--- src/hdl/dutc_timer_map.vh ---
// Register map, field positions and constants of the dual up timer
`ifndef DUTC_TIMER_MAP_VH
`define DUTC_TIMER_MAP_VH

// Register indexes; byte address is four times the index
`define DUTC_IDX_CTRL   8'h88
`define DUTC_IDX_MODE   8'h89
`define DUTC_IDX_T0LOW  8'h8A
`define DUTC_IDX_T1LOW  8'h8B
`define DUTC_IDX_T0HIGH 8'h8C
`define DUTC_IDX_T1HIGH 8'h8D
`define DUTC_IDX_IRQEN  8'h8E
`define DUTC_IDX_RATE   8'hE7

// timer_control fields
`define DUTC_CTRL_F1 7
`define DUTC_CTRL_R1 6
`define DUTC_CTRL_F0 5
`define DUTC_CTRL_R0 4

// timer_mode_select fields
`define DUTC_MODE_G1  7
`define DUTC_MODE_S1  6
`define DUTC_MODE_M1H 5
`define DUTC_MODE_M1L 4
`define DUTC_MODE_G0  3
`define DUTC_MODE_S0  2
`define DUTC_MODE_M0H 1
`define DUTC_MODE_M0L 0

// timer_rate_select fields
`define DUTC_RATE_D0H 6
`define DUTC_RATE_D0L 4
`define DUTC_RATE_D1H 2
`define DUTC_RATE_D1L 0

// timer_irq_enable fields
`define DUTC_IRQEN_E0 0
`define DUTC_IRQEN_E1 1

// Mode codes
`define DUTC_MODE_13BIT  2'h0
`define DUTC_MODE_16BIT  2'h1
`define DUTC_MODE_RELOAD 2'h2
`define DUTC_MODE_SPLIT  2'h3

// Reset values and timing
`define DUTC_RST_BYTE   8'h00
`define DUTC_CPU_DIV12  4'hC

`endif

--- src/hdl/dutc_timer.v ---
// Dual up timer/counter with Avalon-MM register slave
// Notes on behaviour
// - Two timers; timer 0 four modes, timer 1 three
// - Per-timer clock select: cpu or oscillator
// - Gate bit lets pin level pause the clock
// - Mode 0: 13-bit, flag on 0xFF1F wrap
// - Irq enable hands flag to interrupt controller
// - Mode 1: 16-bit, flag on 0xFFFF wrap
// - Mode 2: low byte reloads from high byte
// - Mode 3: two bytes, high at cpu/12
// - Mode 3 gating only affects low byte
// - Mode 3 high byte uses timer 1 run/flag
// - Timer 0 mode 3: timer 1 counts flagless
// - Flag set on overflow, cleared by service, or by firmware with irq disabled
// - Control register: flags and run bits layout
// - Mode register: gate, select, mode per timer
// - Rate register: two three-bit dividers
// - Mode codes 00..11; 11 reserved timer 1
// - Select 0 cpu/12, select 1 osc/rate
// - Divider codes 000..111 give 128..1
//
// Implementation choice: the Avalon-MM interface to the registers.
`timescale 1ns/100ps
`default_nettype none
`include "dutc_timer_map.vh"

module dutc_timer #(
  parameter CPU_CLK_DIV = 1,                 // ref_clk cycles per cpu clock
  parameter OSC_CLK_DIV = 1                  // ref_clk cycles per osc clock
) (
  input  wire        ref_clk,                // System clock
  input  wire        arst_n,                 // Async reset, active low
  input  wire [9:0]  address,                // Avalon byte address
  input  wire        read,                   // Avalon read
  input  wire        write,                  // Avalon write
  input  wire [31:0] writedata,              // Avalon write data
  input  wire [3:0]  byteenable,             // Avalon byte enables
  output reg  [31:0] readdata,               // Avalon read data
  output wire        waitrequest,            // Avalon wait request
  input  wire        ext_irq_pin_zero,       // Gate pin of timer 0
  input  wire        ext_irq_pin_one,        // Gate pin of timer 1
  input  wire        timer0_irq_service,     // Controller serviced timer 0
  input  wire        timer1_irq_service,     // Controller serviced timer 1
  output reg         timer0_overflow_flag,   // Timer 0 overflow flag
  output reg         timer1_overflow_flag,   // Timer 1 overflow flag
  output wire        timer0_irq_request,     // Flag gated by enable
  output wire        timer1_irq_request      // Flag gated by enable
);

  // Registers
  reg  [7:0] timer_mode_select;
  reg  [7:0] timer_rate_select;
  reg  [1:0] timer_irq_enable;
  reg        timer0_run;
  reg        timer1_run;
  reg  [7:0] timer0_count_high;
  reg  [7:0] timer0_count_low;
  reg  [7:0] timer1_count_high;
  reg  [7:0] timer1_count_low;
  reg        ack;

  // Bus slave: one wait cycle, then answer
  wire       req     = read | write;
  wire [7:0] idx     = address[9:2];
  wire       wr_go   = write & ack & byteenable[0];
  wire [7:0] wd      = writedata[7:0];

  // Register write strobes
  wire       wr_ctrl  = wr_go & (idx == `DUTC_IDX_CTRL);
  wire       wr_mode  = wr_go & (idx == `DUTC_IDX_MODE);
  wire       wr_rate  = wr_go & (idx == `DUTC_IDX_RATE);
  wire       wr_irqen = wr_go & (idx == `DUTC_IDX_IRQEN);
  wire       wr_t0l   = wr_go & (idx == `DUTC_IDX_T0LOW);
  wire       wr_t0h   = wr_go & (idx == `DUTC_IDX_T0HIGH);
  wire       wr_t1l   = wr_go & (idx == `DUTC_IDX_T1LOW);
  wire       wr_t1h   = wr_go & (idx == `DUTC_IDX_T1HIGH);

  assign waitrequest = req & ~ack;

  always @(posedge ref_clk or negedge arst_n) begin
    if (!arst_n) begin
      ack <= 1'b0;
    end else begin
      ack <= req & ~ack;
    end
  end

  // Mode fields
  wire [1:0] timer0_mode_field = timer_mode_select[`DUTC_MODE_M0H:`DUTC_MODE_M0L];
  wire [1:0] timer1_mode_field = timer_mode_select[`DUTC_MODE_M1H:`DUTC_MODE_M1L];
  wire       split_mode        = (timer0_mode_field == `DUTC_MODE_SPLIT);

  wire [7:0] ctrl_view = {timer1_overflow_flag, timer1_run,
                          timer0_overflow_flag, timer0_run, 4'h0};
  wire [7:0] rate_view = {1'b0, timer_rate_select[6:4],
                          1'b0, timer_rate_select[2:0]};

  // Read data latched while waitrequest is high
  reg [7:0] rd_byte;
  always @* begin
    case (idx)
      `DUTC_IDX_CTRL:   rd_byte = ctrl_view;
      `DUTC_IDX_MODE:   rd_byte = timer_mode_select;
      `DUTC_IDX_RATE:   rd_byte = rate_view;
      `DUTC_IDX_T0LOW:  rd_byte = timer0_count_low;
      `DUTC_IDX_T0HIGH: rd_byte = timer0_count_high;
      `DUTC_IDX_T1LOW:  rd_byte = timer1_count_low;
      `DUTC_IDX_T1HIGH: rd_byte = timer1_count_high;
      `DUTC_IDX_IRQEN:  rd_byte = {6'h00, timer_irq_enable};
      default:          rd_byte = 8'h00;
    endcase
  end

  always @(posedge ref_clk or negedge arst_n) begin
    if (!arst_n) begin
      readdata <= 32'h00000000;
    end else if (read & ~ack) begin
      readdata <= {24'h000000, rd_byte};
    end
  end

  // Configuration registers
  always @(posedge ref_clk or negedge arst_n) begin
    if (!arst_n) begin
      timer_mode_select <= `DUTC_RST_BYTE;
      timer_rate_select <= `DUTC_RST_BYTE;
      timer_irq_enable  <= 2'h0;
      timer0_run        <= 1'b0;
      timer1_run        <= 1'b0;
    end else begin
      if (wr_mode) begin
        timer_mode_select <= wd;
      end
      if (wr_rate) begin
        timer_rate_select <= {1'b0, wd[`DUTC_RATE_D0H:`DUTC_RATE_D0L],
                              1'b0, wd[`DUTC_RATE_D1H:`DUTC_RATE_D1L]};
      end
      if (wr_irqen) begin
        timer_irq_enable <= wd[1:0];
      end
      if (wr_ctrl) begin
        timer0_run <= wd[`DUTC_CTRL_R0];
        timer1_run <= wd[`DUTC_CTRL_R1];
      end
    end
  end

  // Base rate enables from ref_clk
  reg  [7:0] cpu_div_cnt;
  reg  [7:0] osc_div_cnt;
  wire       cpu_tick = (cpu_div_cnt == CPU_CLK_DIV[7:0] - 8'h01);
  wire       osc_tick = (osc_div_cnt == OSC_CLK_DIV[7:0] - 8'h01);

  always @(posedge ref_clk or negedge arst_n) begin
    if (!arst_n) begin
      cpu_div_cnt <= 8'h00;
      osc_div_cnt <= 8'h00;
    end else begin
      cpu_div_cnt <= cpu_tick ? 8'h00 : cpu_div_cnt + 8'h01;
      osc_div_cnt <= osc_tick ? 8'h00 : osc_div_cnt + 8'h01;
    end
  end

  // Divide cpu clock by twelve
  reg  [3:0] cpu12_cnt;
  wire       cpu12_tick = cpu_tick & (cpu12_cnt == `DUTC_CPU_DIV12 - 4'h1);

  always @(posedge ref_clk or negedge arst_n) begin
    if (!arst_n) begin
      cpu12_cnt <= 4'h0;
    end else if (cpu_tick) begin
      cpu12_cnt <= (cpu12_tick) ? 4'h0 : cpu12_cnt + 4'h1;
    end
  end

  // Shared free-running oscillator prescaler
  reg [6:0] osc_presc;
  always @(posedge ref_clk or negedge arst_n) begin
    if (!arst_n) begin
      osc_presc <= 7'h00;
    end else if (osc_tick) begin
      osc_presc <= osc_presc + 7'h01;
    end
  end

  // Per-timer pin filter and clock source
  wire [1:0] pin_raw  = {ext_irq_pin_one, ext_irq_pin_zero};
  wire [1:0] gate_bit = {timer_mode_select[`DUTC_MODE_G1],
                         timer_mode_select[`DUTC_MODE_G0]};
  wire [1:0] sel_bit  = {timer_mode_select[`DUTC_MODE_S1],
                         timer_mode_select[`DUTC_MODE_S0]};
  wire [5:0] div_code = {timer_rate_select[6:4], timer_rate_select[2:0]};
  wire [1:0] src_tick;
  wire [1:0] gate_open;

  genvar gi;
  generate
    for (gi = 0; gi < 2; gi = gi + 1) begin : g_timer
      reg        s1;
      reg        s2;
      reg        s3;
      reg        pin_level;
      wire [2:0] code = (gi == 0) ? div_code[5:3] : div_code[2:0];
      wire [6:0] mask = 7'h7F >> code;
      wire       rate_tick = osc_tick & ((osc_presc & mask) == mask);

      always @(posedge ref_clk or negedge arst_n) begin
        if (!arst_n) begin
          s1        <= 1'b0;
          s2        <= 1'b0;
          s3        <= 1'b0;
          pin_level <= 1'b0;
        end else begin
          s1 <= pin_raw[gi];
          s2 <= s1;
          s3 <= s2;
          if (s2 == s3) begin
            pin_level <= s3;
          end
        end
      end

      assign src_tick[gi]  = sel_bit[gi] ? rate_tick : cpu12_tick;
      assign gate_open[gi] = ~gate_bit[gi] | pin_level;
    end
  endgenerate

  // One count step for modes 0..2: {overflow, high, low}
  function [16:0] step;
    input [1:0] m;
    input [7:0] h;
    input [7:0] l;
    reg   [16:0] sum;
    begin
      sum = {1'b0, h, l} + 17'h00001;
      case (m)
        `DUTC_MODE_13BIT: begin
          // Upper three low bits hold, five bits count
          if (l[4:0] == 5'h1F) begin
            step = {(h == 8'hFF), h + 8'h01, l[7:5], 5'h00};
          end else begin
            step = {1'b0, h, l[7:5], l[4:0] + 5'h01};
          end
        end
        `DUTC_MODE_16BIT: begin
          step = sum;
        end
        `DUTC_MODE_RELOAD: begin
          if (l == 8'hFF) begin
            step = {1'b1, h, h};
          end else begin
            step = {1'b0, h, l + 8'h01};
          end
        end
        default: begin
          step = {1'b0, h, l};
        end
      endcase
    end
  endfunction

  // Count enables
  wire tick0  = src_tick[0] & gate_open[0] & timer0_run;
  wire tick0h = cpu12_tick & timer1_run;
  wire tick1  = src_tick[1] & gate_open[1] & (split_mode | timer1_run);

  reg  [7:0] next_t0h;
  reg  [7:0] next_t0l;
  reg  [7:0] next_t1h;
  reg  [7:0] next_t1l;
  reg        next_f0;
  reg        next_f1;
  reg        ovf0;
  reg        ovf1;
  reg [16:0] st0;
  reg [16:0] st1;

  always @* begin
    next_t0h = timer0_count_high;
    next_t0l = timer0_count_low;
    next_t1h = timer1_count_high;
    next_t1l = timer1_count_low;
    ovf0     = 1'b0;
    ovf1     = 1'b0;
    st0      = step(timer0_mode_field, timer0_count_high, timer0_count_low);
    st1      = step(timer1_mode_field, timer1_count_high, timer1_count_low);
    // Timer 0
    if (split_mode) begin
      if (tick0) begin
        next_t0l = timer0_count_low + 8'h01;
        ovf0     = (timer0_count_low == 8'hFF);
      end
      if (tick0h) begin
        next_t0h = timer0_count_high + 8'h01;
        ovf1     = (timer0_count_high == 8'hFF);
      end
    end else if (tick0) begin
      next_t0h = st0[15:8];
      next_t0l = st0[7:0];
      ovf0     = st0[16];
    end
    // Timer 1; mode 3 code holds it
    if (tick1) begin
      next_t1h = st1[15:8];
      next_t1l = st1[7:0];
      if (!split_mode) begin
        ovf1 = st1[16];
      end
    end
    // Firmware writes win over counting
    if (wr_t0h) begin
      next_t0h = wd;
    end
    if (wr_t0l) begin
      next_t0l = wd;
    end
    if (wr_t1h) begin
      next_t1h = wd;
    end
    if (wr_t1l) begin
      next_t1l = wd;
    end
  end

  // Flags: firmware only when irq disabled; set wins
  always @* begin
    next_f0 = timer0_overflow_flag;
    next_f1 = timer1_overflow_flag;
    if (wr_ctrl && !timer_irq_enable[`DUTC_IRQEN_E0]) begin
      next_f0 = wd[`DUTC_CTRL_F0];
    end
    if (wr_ctrl && !timer_irq_enable[`DUTC_IRQEN_E1]) begin
      next_f1 = wd[`DUTC_CTRL_F1];
    end
    if (timer0_irq_service) begin
      next_f0 = 1'b0;
    end
    if (timer1_irq_service) begin
      next_f1 = 1'b0;
    end
    if (ovf0) begin
      next_f0 = 1'b1;
    end
    if (ovf1) begin
      next_f1 = 1'b1;
    end
  end

  always @(posedge ref_clk or negedge arst_n) begin
    if (!arst_n) begin
      timer0_count_high    <= `DUTC_RST_BYTE;
      timer0_count_low     <= `DUTC_RST_BYTE;
      timer1_count_high    <= `DUTC_RST_BYTE;
      timer1_count_low     <= `DUTC_RST_BYTE;
      timer0_overflow_flag <= 1'b0;
      timer1_overflow_flag <= 1'b0;
    end else begin
      timer0_count_high    <= next_t0h;
      timer0_count_low     <= next_t0l;
      timer1_count_high    <= next_t1h;
      timer1_count_low     <= next_t1l;
      timer0_overflow_flag <= next_f0;
      timer1_overflow_flag <= next_f1;
    end
  end

  assign timer0_irq_request = timer0_overflow_flag & timer_irq_enable[`DUTC_IRQEN_E0];
  assign timer1_irq_request = timer1_overflow_flag & timer_irq_enable[`DUTC_IRQEN_E1];

endmodule // dutc_timer

`default_nettype wire

--- config.mk ---
export PLATFORM = sky130hd
export DESIGN_NAME = dutc_timer
export DESIGN_NICKNAME = d
export VERILOG_FILES = /design/src/hdl/dutc_timer.v
export VERILOG_INCLUDE_DIRS = /design/src /design/src/hdl
export SDC_FILE = /design/constraint.sdc
export NUM_CORES = 1
export LEC_CHECK = 0
export CAP_MARGIN = 20
export CORE_ASPECT_RATIO = 1.75
export CORE_MARGIN = 2
export CORE_UTILIZATION = 60
export CTS_CLUSTER_DIAMETER = 40
export DETAILED_ROUTE_END_ITERATION = 8
export DONT_BUFFER_PORTS = 1
export GPL_TIMING_DRIVEN = 0
export PLACE_DENSITY_LB_ADDON = 0.3
export SYNTH_ARGS = -nofsm -noshare
export SYNTH_HDL_FRONTEND = slang
export SYNTH_SLANG_ARGS = --single-unit
--- constraint.sdc ---
create_clock -name ref_clk -period 3 [get_ports ref_clk]
set_input_delay 0 -clock ref_clk [delete_from_list [all_inputs] [get_ports ref_clk]]
set_output_delay 0 -clock ref_clk [all_outputs]
set_load 0.02 [all_outputs]
==> impl_metrics.env <==
export IMPL_yosys_warnings=0
export IMPL_cp_cell_sequence="or4_4, nor3_4, a32oi_2, or4_4, buf_6, or3_1, a31oi_1"
export IMPL_hold_path_class="in2reg"
export IMPL_drt_iter0_drc=416
export IMPL_vias=5954
export IMPL_insertion_delay_ns=0.35
export IMPL_fill_cells=898
export IMPL_final_nets=844
export IMPL_worstPathRequired_ns=3.27
export IMPL_status="completed"
export IMPL_core_area_um2=10600
export IMPL_clockBufferDepth=2
export IMPL_via_per_inst=6.54
export IMPL_hold_viol=0
export IMPL_maxCapViolCount=0
export IMPL_top_layer_used="met4"
export IMPL_grt_max_degree=97
export IMPL_wl_met1_mm=6.95
export IMPL_postCtsSetupBuffers=0
export IMPL_area_delta_synth_final_pct=11.4
export IMPL_clkTransAtPathRegs_ns=0.07
export IMPL_synth_seq_cells=96
export IMPL_io_pins=91
export IMPL_grt_overflow_total=0
export IMPL_async_flop_share_pct=100
export IMPL_drv_slew=0
export IMPL_core_rowCount=50
export IMPL_initial_utilization_pct=61.0
export IMPL_finalCriticalPeriod_ns=2.89
export IMPL_synthFlopType="dfrtp_1"
export IMPL_track_usage_pct=35.3
export IMPL_synth_edf_count=0
export IMPL_grt_pass1_vias=5972
export IMPL_synth_top_area_cell="dfrtp_1"
export IMPL_fmax_mhz=346
export IMPL_grt_pass1_wl_mm=30.7
export IMPL_min_period_over_period_pct=96.4
export IMPL_rsz0062_at_grt="yes"
export IMPL_fin_ws_ns=0.107
export IMPL_synth_area_top_cells="dfrtp_1 37%, mux2_2 4.5%, o21ai_0 4.5%"
export IMPL_syn_area_um2=6450
export IMPL_maxSlewHeadroom_pct=35.5
export IMPL_fp_dieH_um=141
export IMPL_post_drt_wl_per_cell_um=21.5
export IMPL_synth_fa_ha_area_share_pct=3.41
export IMPL_synthSimpleGateAreaFrac_pct=22.7
export IMPL_gp_congestion=0.977
export IMPL_drt_pass1_iter_count=5
export IMPL_die_w_um=82.4
export IMPL_synth_cell_type_count=75
export IMPL_slowest_stage="or4_4"
export IMPL_routed_wl_met3_mm=1.18
export IMPL_final_common_cell="dfrtp_1"
export IMPL_synthXorXnorAreaFrac_pct=3.39
export IMPL_cts_buffers_inserted=9
export IMPL_synth_top_family_by_area="simple AND/OR/NAND/NOR gates"
export IMPL_avgSynthCellArea_um2=8.93
export IMPL_ys_seq_area_share_pct=37.2
export IMPL_clockRootBuffer="clkbuf_16"
export IMPL_synthCells=723
export IMPL_crit_top_cell="or4_4"
export IMPL_die_area_um2=11600
export IMPL_worstPathArrival_ns=3.17
export IMPL_drc=0
export IMPL_synth_top_area_share_pct=37.2
export IMPL_antenna_found_initial=1
export IMPL_worstSetupEndpointType="flip-flop"
export IMPL_max_vdd_ir_drop_mv=0.313
export IMPL_final_setup_skew_ns=0.00934
export IMPL_p_leak_nw=3.09
export IMPL_dr_wl_met2_mm=9.95
export IMPL_final_antenna_net_count=0
export IMPL_worstPathMaxFanout=10
export IMPL_clock_sinks=96
export IMPL_power_mw=2.93
export IMPL_synth_compound_area_share_pct=18.8
export IMPL_pwr_density_cell_nw_per_um2=408
export IMPL_mostFrequentLayoutCells="96 x dfrtp_1, 73 x nand2_1, 58 x o21ai_0"
export IMPL_htree_num_levels=3
export IMPL_fin_util_pct=68.0
export IMPL_setup_violations_final=0
export IMPL_critPathLaunchType="flip-flop"
export IMPL_wl_mm=19.6
export IMPL_io_buffers=0
export IMPL_critPathKind="reg2reg"
export IMPL_place_ws_ns=0.0870
export IMPL_tightest_slew_ns=0.965
export IMPL_slowest_delay_ns=0.62
export IMPL_synthMuxAreaShare_pct=8.53
export IMPL_cts_tree="built"
export IMPL_drive_above_1_share_pct=11.9
export IMPL_place_hpwl_mm=14.5
-- worst max-delay path: cells and delay by family (launching register included) --
kind / cells / cell delay (ns)
AOI/OAI and AO/OA: 2 / 0.38
buffers and inverters: 1 / 0.17
DFF: 1 / 0.43
and+or+nand+nor: 4 / 1.85
-- cell usage after synthesis, types with 8 or more instances --
master and count:
nor3_1 15, xnor2_1 19, mux2i_1 19, and2_1 10, nand2_1 73, mux2_2 26, ha_1 16, a21oi_1 39
nor3b_1 8, a22oi_1 9, buf_4 24, o21ai_0 58, inv_1 18, nand2b_1 9, a31oi_1 14, nand3_1 32
nor2_1 44, clkbuf_1 23, and3_1 17, nand4_1 14, dfrtp_1 96
-- metal layers --
layer  up-vias  GRT usage (%)
met5         -              0
met4         0           26.5
met3        90           6.72
met2       291           58.1
met1      2850           39.0
li1       2723              -
-- through the flow --
step	setup TNS [ns]	instance area, um2	instances	hold slack (ns)
3_3_place_gp	0	6700	876	-0.293
3_5_place_dp	0	6700	876	-0.293
2_1_floorplan	0	6540	746	-0.296
4_1_cts	0	7180	909	0.0506
5_1_grt	-0.000282	7190	910	0.0911
6_report	0	7190	910	0.0546
-- layout make-up --
cell class	instances	area [um2]	area share, %
Inverter	18	67.6	0.940
Buffer	56	312	4.33
Timing Repair Buffer	17	188	2.61
Multi-Input combinational cell	576	3760	52.4
Clock buffer	9	225	3.13
Sequential cell	96	2400	33.4
Antenna cell	1	2.50	0.0348
Clock inverter	7	65.1	0.905
Tap cell	130	163	2.26
-- path summary, 6_finish.rpt --
path,start,endpoint,slack [ns],cells after the start
max in group asynchronous,arst_n,cpu12_cnt[1],2.37,2
worst min-delay path,address[4],step.l[1],0.05,3
worst max register to register,cpu_div_cnt[5],step.h[0],0.11,7
worst min register to register,g_timer[0].s1,g_timer[0].s2,0.36,0
min in group asynchronous,arst_n,step.l[4],0.23,2
worst max-delay path,cpu_div_cnt[5],step.h[0],0.11,7
-- cell families (layout without fill, tap and decap cells) --
family          after synthesis  in the layout
mux                          48             48
flops                        96             96
fa+ha+maj                    18             18
compound gates              187            187
xor+xnor                     25             25
simple gates                274            274
buf+inv                      74            107
other cells                   1             25
-- registers in the layout (all words and copies together) (netlist names), 2 cells and up --
signal             flops
cpu_div_cnt            8
osc_div_cnt            8
readdata               8
step.h                 8
step.l                 8
timer0_count_high      8
timer0_count_low       8
timer_mode_select      8
osc_presc              7
timer_rate_select      6
cpu12_cnt              4
g_timer.pin_level      2
g_timer.s1             2
g_timer.s2             2
g_timer.s3             2
timer_irq_enable       2
-- repair_timing --
action,in CTS,in global routing
setup endpoints to repair,0,6
resized for setup,0,2
hold buffers,17,0
endpoints found under the hold margin,152,0
-- power by group --
group	switching, mW	total [mW]	internal, mW	leakage, nW
logic	0.261	0.419	0.158	1.77
registers	0.0458	1.37	1.32	1.18
clock network	0.567	1.15	0.581	0.137
total	0.874	2.93	2.06	3.09
Note: power is estimated with default switching activity, not from simulation.
